[src/sprs_pkg.sv]
// Purpose: constants for the serial pin route select block
// Assumes: byte-wide register port, one clock, synchronous reset
// Notes: pin and interrupt routing is purely combinational from the two registers
//
// Notes on behaviour
// The timer input field picks port7_bit2 (00), port2_bit1 (01) or port9_bit1 (10); 11 is reserved.
// The port group bit puts item_a and sync serial pins on port2 bits 0-2 when 0, portb bits 4-6 when 1.
// The pair field enables item_a+two-wire (00), item_a+sync (01), sync+two-wire (10); 11 reserved.
// At most two of the three serial units reach pins and interrupts at once.
// item_b receive is port9_bit1 and transmit port9_bit0, exchanged when its swap bit is 1.
// item_a receive/transmit use port2_bit1/bit0 or portb_bit5/bit4 by group, exchanged when swapped.
// Software changes the routing register only while the affected units and timer are stopped.
// Software changes the swap register only while the affected uarts are stopped.
// Software should clear the affected interrupt latch right after changing the routing register.
// One latch is shared by uart receive and sync serial, one by two-wire and sync serial.
// Latches 7/6/15 carry tx/rx/two-wire (00), tx/rx/sync (01), none/sync/two-wire (10).
// In the sync+two-wire pair sync out/in/clock use port2 bits 0-2 or portb bits 4-6 by group.
// In the item_a+sync pair sync out/in/clock use port2 bits 3-5 regardless of group.
// A selected two-wire unit has data on port2_bit3 and clock on port2_bit4.
// Pins not given a serial function act as general ports; software clears their function bit.
// Unused bits read zero and ignore writes; writable fields reset to zero.
package sprs_pkg;
  // ****************************************
  // Register map
  // ****************************************
  localparam logic [11:0] ADDR_UART_PIN_SWAP = 12'hF57;
  localparam logic [11:0] ADDR_SERIAL_ROUTE_SELECT = 12'hFCB;
  localparam logic [7:0] RESET_UART_PIN_SWAP = 8'h00;
  localparam logic [7:0] RESET_SERIAL_ROUTE_SELECT = 8'h00;
  // Field positions
  localparam int TIMER_SEL_LSB = 6;
  localparam int GROUP_SEL_BIT = 4;
  localparam int PAIR_SEL_LSB = 0;
  localparam int ITEM_A_SWAP_BIT = 0;
  localparam int ITEM_B_SWAP_BIT = 1;
  // Writable bit masks
  localparam logic [7:0] MASK_SERIAL_ROUTE_SELECT = 8'hD3;
  localparam logic [7:0] MASK_UART_PIN_SWAP = 8'h03;

  // ****************************************
  // Encodings
  // ****************************************
  typedef enum logic [1:0]
  {
    SPRS_PAIR_A_TW = 2'b00,
    SPRS_PAIR_A_SY = 2'b01,
    SPRS_PAIR_SY_TW = 2'b10,
    SPRS_PAIR_RSVD = 2'b11
  } sprs_pair_t;

  typedef enum logic [1:0]
  {
    SPRS_TMR_P72 = 2'b00,
    SPRS_TMR_P21 = 2'b01,
    SPRS_TMR_P91 = 2'b10,
    SPRS_TMR_RSVD = 2'b11
  } sprs_tmr_t;
endpackage : sprs_pkg

[src/sprs_regs.sv]
// Purpose: register pair of the serial pin route select block
// Assumes: strobes one cycle long, never together
// Notes: read data valid the cycle after the read strobe only
`timescale 1ns/1ps
module sprs_regs
(
  // Clock and reset
  input wire logic clk_sys,
  input wire logic rst,
  // Register port
  input wire logic [11:0] reg_addr,
  input wire logic [7:0] reg_wdata,
  input wire logic reg_wr,
  input wire logic reg_rd,
  output logic [7:0] reg_rdata,
  // Field outputs
  output logic [7:0] route_sel,
  output logic [7:0] swap_sel
);

  // ****************************************
  // Storage
  // ****************************************
  always_ff @(posedge clk_sys)
  begin
    if (rst)
      route_sel <= sprs_pkg::RESET_SERIAL_ROUTE_SELECT;
    else if (reg_wr && reg_addr == sprs_pkg::ADDR_SERIAL_ROUTE_SELECT)
      route_sel <= reg_wdata & sprs_pkg::MASK_SERIAL_ROUTE_SELECT;
  end

  always_ff @(posedge clk_sys)
  begin
    if (rst)
      swap_sel <= sprs_pkg::RESET_UART_PIN_SWAP;
    else if (reg_wr && reg_addr == sprs_pkg::ADDR_UART_PIN_SWAP)
      swap_sel <= reg_wdata & sprs_pkg::MASK_UART_PIN_SWAP;
  end

  // Unmapped addresses read zero
  always_ff @(posedge clk_sys)
  begin
    if (rst)
      reg_rdata <= 8'h00;
    else if (reg_rd && reg_addr == sprs_pkg::ADDR_SERIAL_ROUTE_SELECT)
      reg_rdata <= route_sel;
    else if (reg_rd && reg_addr == sprs_pkg::ADDR_UART_PIN_SWAP)
      reg_rdata <= swap_sel;
    else
      reg_rdata <= 8'h00;
  end
endmodule : sprs_regs

[src/sprs_route.sv]
// Purpose: routes serial unit pins, timer capture input and shared interrupt latches
// Assumes: pin inputs synchronous to clk_sys; port logic merges the serial enables
// Notes: reserved codes connect nothing, so all affected pins fall back to ports
`timescale 1ns/1ps
module sprs_route
(
  // Clock and reset
  input wire logic clk_sys,
  input wire logic rst,
  // Register port
  input wire logic [11:0] reg_addr,
  input wire logic [7:0] reg_wdata,
  input wire logic reg_wr,
  input wire logic reg_rd,
  output logic [7:0] reg_rdata,
  // Pin inputs from pads
  input wire logic port2_in_bit0,
  input wire logic port2_in_bit1,
  input wire logic port2_in_bit2,
  input wire logic port2_in_bit3,
  input wire logic port2_in_bit4,
  input wire logic port2_in_bit5,
  input wire logic port7_in_bit2,
  input wire logic port9_in_bit0,
  input wire logic port9_in_bit1,
  input wire logic portb_in_bit4,
  input wire logic portb_in_bit5,
  input wire logic portb_in_bit6,
  // Serial function drive toward pads: value and enable
  output logic [5:0] port2_fn_out,
  output logic [5:0] port2_fn_oe,
  output logic [5:0] port2_fn_sel,
  output logic [1:0] port9_fn_out,
  output logic [1:0] port9_fn_oe,
  output logic [2:0] portb_fn_out,
  output logic [2:0] portb_fn_oe,
  output logic [2:0] portb_fn_sel,
  // item_a
  input wire logic item_a_tx,
  output logic item_a_rx,
  output logic item_a_enable,
  // item_b
  input wire logic item_b_tx,
  output logic item_b_rx,
  // Sync serial unit
  input wire logic sync_data_out,
  input wire logic sync_clock_out,
  input wire logic sync_clock_oe,
  output logic sync_data_in,
  output logic sync_clock_in,
  output logic sync_enable,
  // Two-wire unit, open drain: oe high pulls line low
  input wire logic two_wire_data_oe,
  input wire logic two_wire_clock_oe,
  output logic two_wire_data_in,
  output logic two_wire_clock_in,
  output logic two_wire_enable,
  // Timer
  output logic timer_a0_input,
  // Interrupt requests and latch sets
  input wire logic item_a_transmit_interrupt,
  input wire logic item_a_receive_interrupt,
  input wire logic sync_serial0_interrupt,
  input wire logic two_wire0_interrupt,
  output logic latch7_set,
  output logic latch6_set,
  output logic latch15_set
);

  logic [7:0] route_sel;
  logic [7:0] swap_sel;
  sprs_pkg::sprs_pair_t pair;
  sprs_pkg::sprs_tmr_t tmr;
  logic grp;
  logic sw0;
  logic sw1;
  logic a_on;
  logic s_on;
  logic t_on;
  logic s_low;
  logic [2:0] trio_out;
  logic [2:0] trio_oe;
  logic [2:0] trio_in;

  // ****************************************
  // Registers
  // ****************************************
  sprs_regs u_regs
  (
    .clk_sys(clk_sys),
    .rst(rst),
    .reg_addr(reg_addr),
    .reg_wdata(reg_wdata),
    .reg_wr(reg_wr),
    .reg_rd(reg_rd),
    .reg_rdata(reg_rdata),
    .route_sel(route_sel),
    .swap_sel(swap_sel)
  );

  // ****************************************
  // Field decode
  // ****************************************
  // Changing fields mid-transfer glitches pins; software stops units first
  assign pair = sprs_pkg::sprs_pair_t'(route_sel[sprs_pkg::PAIR_SEL_LSB +: 2]);
  assign tmr = sprs_pkg::sprs_tmr_t'(route_sel[sprs_pkg::TIMER_SEL_LSB +: 2]);
  assign grp = route_sel[sprs_pkg::GROUP_SEL_BIT];
  assign sw0 = swap_sel[sprs_pkg::ITEM_A_SWAP_BIT];
  assign sw1 = swap_sel[sprs_pkg::ITEM_B_SWAP_BIT];

  always_comb
  begin
    a_on = 1'b0;
    s_on = 1'b0;
    t_on = 1'b0;
    case (pair)
      sprs_pkg::SPRS_PAIR_A_TW:
      begin
        a_on = 1'b1;
        t_on = 1'b1;
      end
      sprs_pkg::SPRS_PAIR_A_SY:
      begin
        a_on = 1'b1;
        s_on = 1'b1;
      end
      sprs_pkg::SPRS_PAIR_SY_TW:
      begin
        s_on = 1'b1;
        t_on = 1'b1;
      end
      default:
      begin
        a_on = 1'b0;
      end
    endcase
  end

  assign item_a_enable = a_on;
  assign sync_enable = s_on;
  assign two_wire_enable = t_on;
  // Sync serial sits on the group trio only when item_a is absent
  assign s_low = s_on && !a_on;

  // ****************************************
  // Group trio: item_a or low-side sync serial
  // ****************************************
  always_comb
  begin
    trio_out = 3'b000;
    trio_oe = 3'b000;
    if (a_on)
    begin
      // Bit 0 carries tx unless swapped, bit 1 the other way
      trio_out = {1'b0, item_a_tx, item_a_tx};
      trio_oe = sw0 ? 3'b010 : 3'b001;
    end
    else if (s_low)
    begin
      trio_out = {sync_clock_out, 1'b0, sync_data_out};
      trio_oe = {sync_clock_oe, 1'b0, 1'b1};
    end
  end

  assign trio_in = grp ? {portb_in_bit6, portb_in_bit5, portb_in_bit4}
                       : {port2_in_bit2, port2_in_bit1, port2_in_bit0};

  always_comb
  begin
    port2_fn_out = 6'h00;
    port2_fn_oe = 6'h00;
    port2_fn_sel = 6'h00;
    portb_fn_out = trio_out;
    portb_fn_oe = 3'b000;
    portb_fn_sel = 3'b000;
    if (grp)
    begin
      portb_fn_oe = trio_oe;
      portb_fn_sel = a_on ? 3'b011 : (s_low ? 3'b111 : 3'b000);
    end
    else
    begin
      port2_fn_out[2:0] = trio_out;
      port2_fn_oe[2:0] = trio_oe;
      port2_fn_sel[2:0] = a_on ? 3'b011 : (s_low ? 3'b111 : 3'b000);
    end
    if (t_on)
    begin
      port2_fn_oe[3] = two_wire_data_oe;
      port2_fn_oe[4] = two_wire_clock_oe;
      port2_fn_sel[4:3] = 2'b11;
    end
    else if (s_on && a_on)
    begin
      port2_fn_out[5:3] = {sync_clock_out, 1'b0, sync_data_out};
      port2_fn_oe[5:3] = {sync_clock_oe, 1'b0, 1'b1};
      port2_fn_sel[5:3] = 3'b111;
    end
  end

  // ****************************************
  // Inputs toward the units
  // ****************************************
  assign item_a_rx = a_on ? (sw0 ? trio_in[0] : trio_in[1]) : 1'b1;
  assign sync_data_in = s_low ? trio_in[1] : (s_on ? port2_in_bit4 : 1'b0);
  assign sync_clock_in = s_low ? trio_in[2] : (s_on ? port2_in_bit5 : 1'b0);
  assign two_wire_data_in = t_on ? port2_in_bit3 : 1'b1;
  assign two_wire_clock_in = t_on ? port2_in_bit4 : 1'b1;

  // ****************************************
  // item_b pins
  // ****************************************
  assign item_b_rx = sw1 ? port9_in_bit0 : port9_in_bit1;
  assign port9_fn_out = {item_b_tx, item_b_tx};
  assign port9_fn_oe = sw1 ? 2'b10 : 2'b01;

  // ****************************************
  // Timer capture input
  // ****************************************
  always_comb
  begin
    case (tmr)
      sprs_pkg::SPRS_TMR_P72: timer_a0_input = port7_in_bit2;
      sprs_pkg::SPRS_TMR_P21: timer_a0_input = port2_in_bit1;
      sprs_pkg::SPRS_TMR_P91: timer_a0_input = port9_in_bit1;
      default: timer_a0_input = 1'b0;
    endcase
  end

  // ****************************************
  // Shared interrupt latches
  // ****************************************
  // Sources share latches, so stale requests are ambiguous after a switch
  always_comb
  begin
    latch7_set = 1'b0;
    latch6_set = 1'b0;
    latch15_set = 1'b0;
    case (pair)
      sprs_pkg::SPRS_PAIR_A_TW:
      begin
        latch7_set = item_a_transmit_interrupt;
        latch6_set = item_a_receive_interrupt;
        latch15_set = two_wire0_interrupt;
      end
      sprs_pkg::SPRS_PAIR_A_SY:
      begin
        latch7_set = item_a_transmit_interrupt;
        latch6_set = item_a_receive_interrupt;
        latch15_set = sync_serial0_interrupt;
      end
      sprs_pkg::SPRS_PAIR_SY_TW:
      begin
        latch6_set = sync_serial0_interrupt;
        latch15_set = two_wire0_interrupt;
      end
      default:
      begin
        latch7_set = 1'b0;
      end
    endcase
  end
endmodule : sprs_route
[config.mk]
export PLATFORM = sky130hd
export DESIGN_NAME = sprs_route
export DESIGN_NICKNAME = d
export VERILOG_FILES = /design/src/sprs_pkg.sv /design/src/sprs_regs.sv /design/src/sprs_route.sv
export SDC_FILE = /design/constraint.sdc
export NUM_CORES = 1
export LEC_CHECK = 0
export BUFFER_PORTS_ARGS = -buffer_cell sky130_fd_sc_hd__buf_2
export CAP_MARGIN = 30
export CORE_AREA = 2 2 41 80
export CTS_CLUSTER_DIAMETER = 30
export CTS_CLUSTER_SIZE = 12
export DETAILED_ROUTE_END_ITERATION = 8
export DIE_AREA = 0 0 43 82
export MAX_ROUTING_LAYER = met4
export PLACE_DENSITY = 0.82
export SKIP_CTS_REPAIR_TIMING = 1
export SLEW_MARGIN = 15
export SYNTH_ARGS = -nofsm -noshare
export SYNTH_HDL_FRONTEND = slang
export SYNTH_HIERARCHICAL = 1
export SYNTH_SLANG_ARGS = --single-unit
[constraint.sdc]
create_clock -name clk_sys -period 3.65 [get_ports clk_sys]
set_input_delay 0.73 -clock clk_sys [delete_from_list [all_inputs] [get_ports clk_sys]]
set_output_delay 0.73 -clock clk_sys [all_outputs]
set_load 0.005 [all_outputs]
## After elaboration in Yosys (flattened, before gate mapping)

Cells that the tools add are included.
W data, S select, Z words.

- Bits in registers: 15
- Bits of input ports: 47
- Word-level logic and storage cells: 63

- Equal/unequal tests: 6
- Muxes and demuxes: 40
- Reductions and logical operators: 13

Operators by type and width:

| kind | number |
|---|---|
| $mux W3 | 16 |
| $eq A12 B12 Y1 const B | 2 |
| $mux W1 | 15 |
| $mux W2 | 5 |
| $mux W8 | 1 |
| $reduce_or A2 Y1 | 4 |
| $logic_and A1 B1 Y1 | 6 |
| $eq A2 B1 Y1 const B | 2 |
| $eq A2 B2 Y1 const B | 2 |
| $logic_not A2 Y1 | 2 |
| $pmux W1 S2 | 2 |
| $pmux W1 S3 | 1 |
| $logic_not A1 Y1 | 1 |

## Logic depth before layout (Yosys ltp)

- Depth after elaboration: 8
- Gate-level depth with buffers: 4
- Depth with buffers taken out: 4

## By module

The synthesis kept the hierarchy.

Modules (own cells, without submodules):

| module | times used | cells each | area an instance (um2) | sequential area each (um2) |
|---|---|---|---|---|
| sprs_regs | 1 | 62 | 626.9 | 240.2 |
| sprs_route | 1 | 69 | 509.2 | 0.0 |

## Least setup slack after synthesis

Ideal clock, no wire load.

- Path type: in2out
- From: input portb_in_bit4
- To: output item_a_rx
- Arrival time: 1.333 ns
- Required time: 2.920 ns
- Setup slack: 1.587 ns
- Cell stages on the path: 2
- Path through: mux4_2 > o21bai_1

- Word-level cells in the longest chain between the ends: 3

Ends and longest elaborated chain:

| item | line | text |
|---|---|---|
| from (decl) | sprs_route.sv:26 | `input wire logic portb_in_bit4,` |
| $mux W3 | sprs_route.sv:165 | `assign trio_in = grp ? {portb_in_bit6, portb_in_bit5, portb_in_bit4}` |
| $mux W1 (2 in a row) | sprs_route.sv:204 | `assign item_a_rx = a_on ? (sw0 ? trio_in[0] : trio_in[1]) : 1'b1;` |
| to (decl) | sprs_route.sv:40 | `output logic item_a_rx,` |

Every way passes these cells.

## Worst setup path in the final report

- From: register u_regs.route_sel[1]
- To: output port2_fn_out[3]

- Word-level cells in the longest chain between the ends: 6
- Elaborated cells between the ends (all ways): 12

Ends and longest elaborated chain:

| item | line | text |
|---|---|---|
| from (decl) | sprs_regs.sv:17 | `output logic [7:0] route_sel,` |
| from (signal assigned) | sprs_regs.sv:27 | `route_sel <= sprs_pkg::RESET_SERIAL_ROUTE_SELECT;` |
| from (signal assigned) | sprs_regs.sv:29 | `route_sel <= reg_wdata & sprs_pkg::MASK_SERIAL_ROUTE_SELECT;` |
| $eq A2 B2 Y1, or another cell as far along | sprs_route.sv:116 | `case (pair)` |
| $reduce_or A2 Y1 (no source line) | -- |  |
| $mux W1 | sprs_route.sv:116 |  |
| $logic_and A1 B1 Y1 | sprs_route.sv:193 | `else if (s_on && a_on)` |
| $mux W3 | sprs_route.sv:193 |  |
| $mux W3 * | sprs_route.sv:187 | `if (t_on)` |
| to (decl) | sprs_route.sv:30 | `output logic [5:0] port2_fn_out,` |

Mark *: on every way between the ends. The rest lies on a longest branch, timed or not.

==> flow_summary.json <==
{
  "grt_start_max_net_pins": 15,
  "fin_skew_ps": 1.77,
  "power_frac_seq_pct": 40.4,
  "dieHeight_um": 82,
  "rsz0062_at_grt": "no",
  "grt_overflow": 0,
  "cp-start-kind": "flip-flop",
  "vias_per_cell": 4.89,
  "chipWidth_um": 43,
  "synth_warnings": 6,
  "maxCapViolations": 0,
  "status": "completed",
  "synthesis.area_sq_um": 1070,
  "route.met3.wl_um": 209,
  "drc_errors": 0,
  "setup_violations": 0,
  "wl_per_cell_um": 12.6,
  "arrival_ps": 1880,
  "netlist_instances": 122,
  "h-tree-depth": 1,
  "die_area_sq_um": 3530,
  "start_util_pct": 36.3,
  "end_kind": "primary output",
  "grt_pass1_wl_um": 4460,
  "drt-pass1-iter-count": 3,
  "p_leak_nw": 0.852,
  "timing.final.crit_share_pct": 71.5,
  "tritoncts": "yes",
  "clkSinkCount": 12,
  "antenna_found_initial": 0,
  "critical_path_class": "flip-flop to primary output",
  "cts-root-buf": "clkbuf_8",
  "syn_avg_cell_area_sq_um": 8.76,
  "power_frac_clock_pct": 43.7,
  "clkSlewWorstSetupHoldPaths_ps": 50,
  "worstPathRequired_ps": 2920,
  "min-delay-path-class": "flip-flop to flip-flop",
  "dp_hpwl_um": 2500,
  "track_usage_pct": 16.6,
  "io_buffers": 88,
  "top_layer": "met4",
  "tns_ps": 0,
  "gp_congestion": 0.699,
  "route.met2.wl_um": 1800,
  "rows": 28,
  "finalNonFillerCells": 235,
  "wl_met1_um": 914,
  "drt_iter0_drc": 7,
  "clockBufferDepth": 2,
  "ir_worst_vdd_v": 0.000239,
  "nets": 261,
  "final_antenna_net_count": 0,
  "fillers": 312,
  "numCtsBuffers": 3,
  "grt_pass1_vias": 1083,
  "diodes": 0,
  "comb_power_share_pct": 15.8,
  "placed_cells": 231,
  "core_sq_um": 2940,
  "p_sw_share_pct": 20.6,
  "synthToLayoutAreaGrowth_pct": 42.9,
  "wl_um": 2960,
  "slew_violations": 0,
  "hold_viol_final": 0,
  "ioPinCount": 99,
  "min_period_ps": 2610,
  "vias": 1150,
  "clk_latency_ps": 240,
  "p_sw_mw": 0.0667,
  "max_freq_mhz": 383,
  "layout-drive-gt1-share_pct": 52.7,
  "p_int_mw": 0.258,
  "worst-path-max-fanout": 11,
  "p_per_area_nw_per_um2": 212,
  "power.total_mw": 0.324
}
==> worst paths after layout <==
path,from,endpoint,slack (ps),cells after the start
worst max-delay path,u_regs/route_sel[1],port2_fn_out[3],1040,5
worst min-delay path,u_regs/route_sel[6],u_regs/reg_rdata[6],500,1
worst max register to register,u_regs/route_sel[4],u_regs/route_sel[4],2710,2
worst min register to register,u_regs/route_sel[6],u_regs/reg_rdata[6],500,1
==> placed cells by master, fill, tap and decap left out, types with 5 or more instances in the layout <==
cell type  instances
and2_1             5
and3_1             7
buf_2             88
dfxtp_1           12
ha_1               8
inv_1              7
mux2i_1            8
nand2b_1          13
nor2b_1            5
==> routing by layer <==
metal | track usage (%) | vias to the layer above
met1 | 13.6 | 515
met5 | - | -
met4 | 7.58 | 0
li1 | - | 576
met3 | 1.98 | 7
met2 | 34.7 | 52
==> stage by stage <==
stage                     cell area [sq um]  setup WS, ps  util [%]  hold slack [ps]
after floorplan                        1080          1590         -              470
after global placement                 1470          1280      50.0              496
after detailed placement               1470          1250      50.0              503
after CTS                              1530           979      51.9              507
after global routing                   1530           812      51.9              530
final                                  1530          1040      51.9              504
==> power groups by stage <==
stage                     clock (mW)  combinational, mW  sequential [mW]
final                          0.142             0.0513            0.131
after global routing           0.152             0.0573            0.131
after CTS                      0.144             0.0516            0.131
after detailed placement           0             0.0515            0.134
after global placement             0             0.0503            0.134
after floorplan                    0             0.0238            0.134
==> sequential cells by signal, summed over array words and instances (netlist names) <==
name	count
u_regs/swap_sel	2
u_regs/reg_rdata	5
u_regs/route_sel	5
==> critical path, stage by stage (launching register included) <==
cell and delay (ps):
dfxtp_1 550, inv_1 190, ha_1 280, nor2_1 310, and3_1 200, buf_2 110
==> final cells by class <==
| cell class | count | area (sq um) | area share (%) |
|---|---|---|---|
| Inverter | 7 | 26.3 | 1.72 |
| Timing Repair Buffer | 88 | 440 | 28.9 |
| Tap cell | 30 | 37.5 | 2.46 |
| Sequential cell | 12 | 240 | 15.7 |
| Multi-Input combinational cell | 94 | 727 | 47.6 |
| Clock buffer | 4 | 55.1 | 3.61 |
Note: power is estimated with default switching activity, not from simulation.
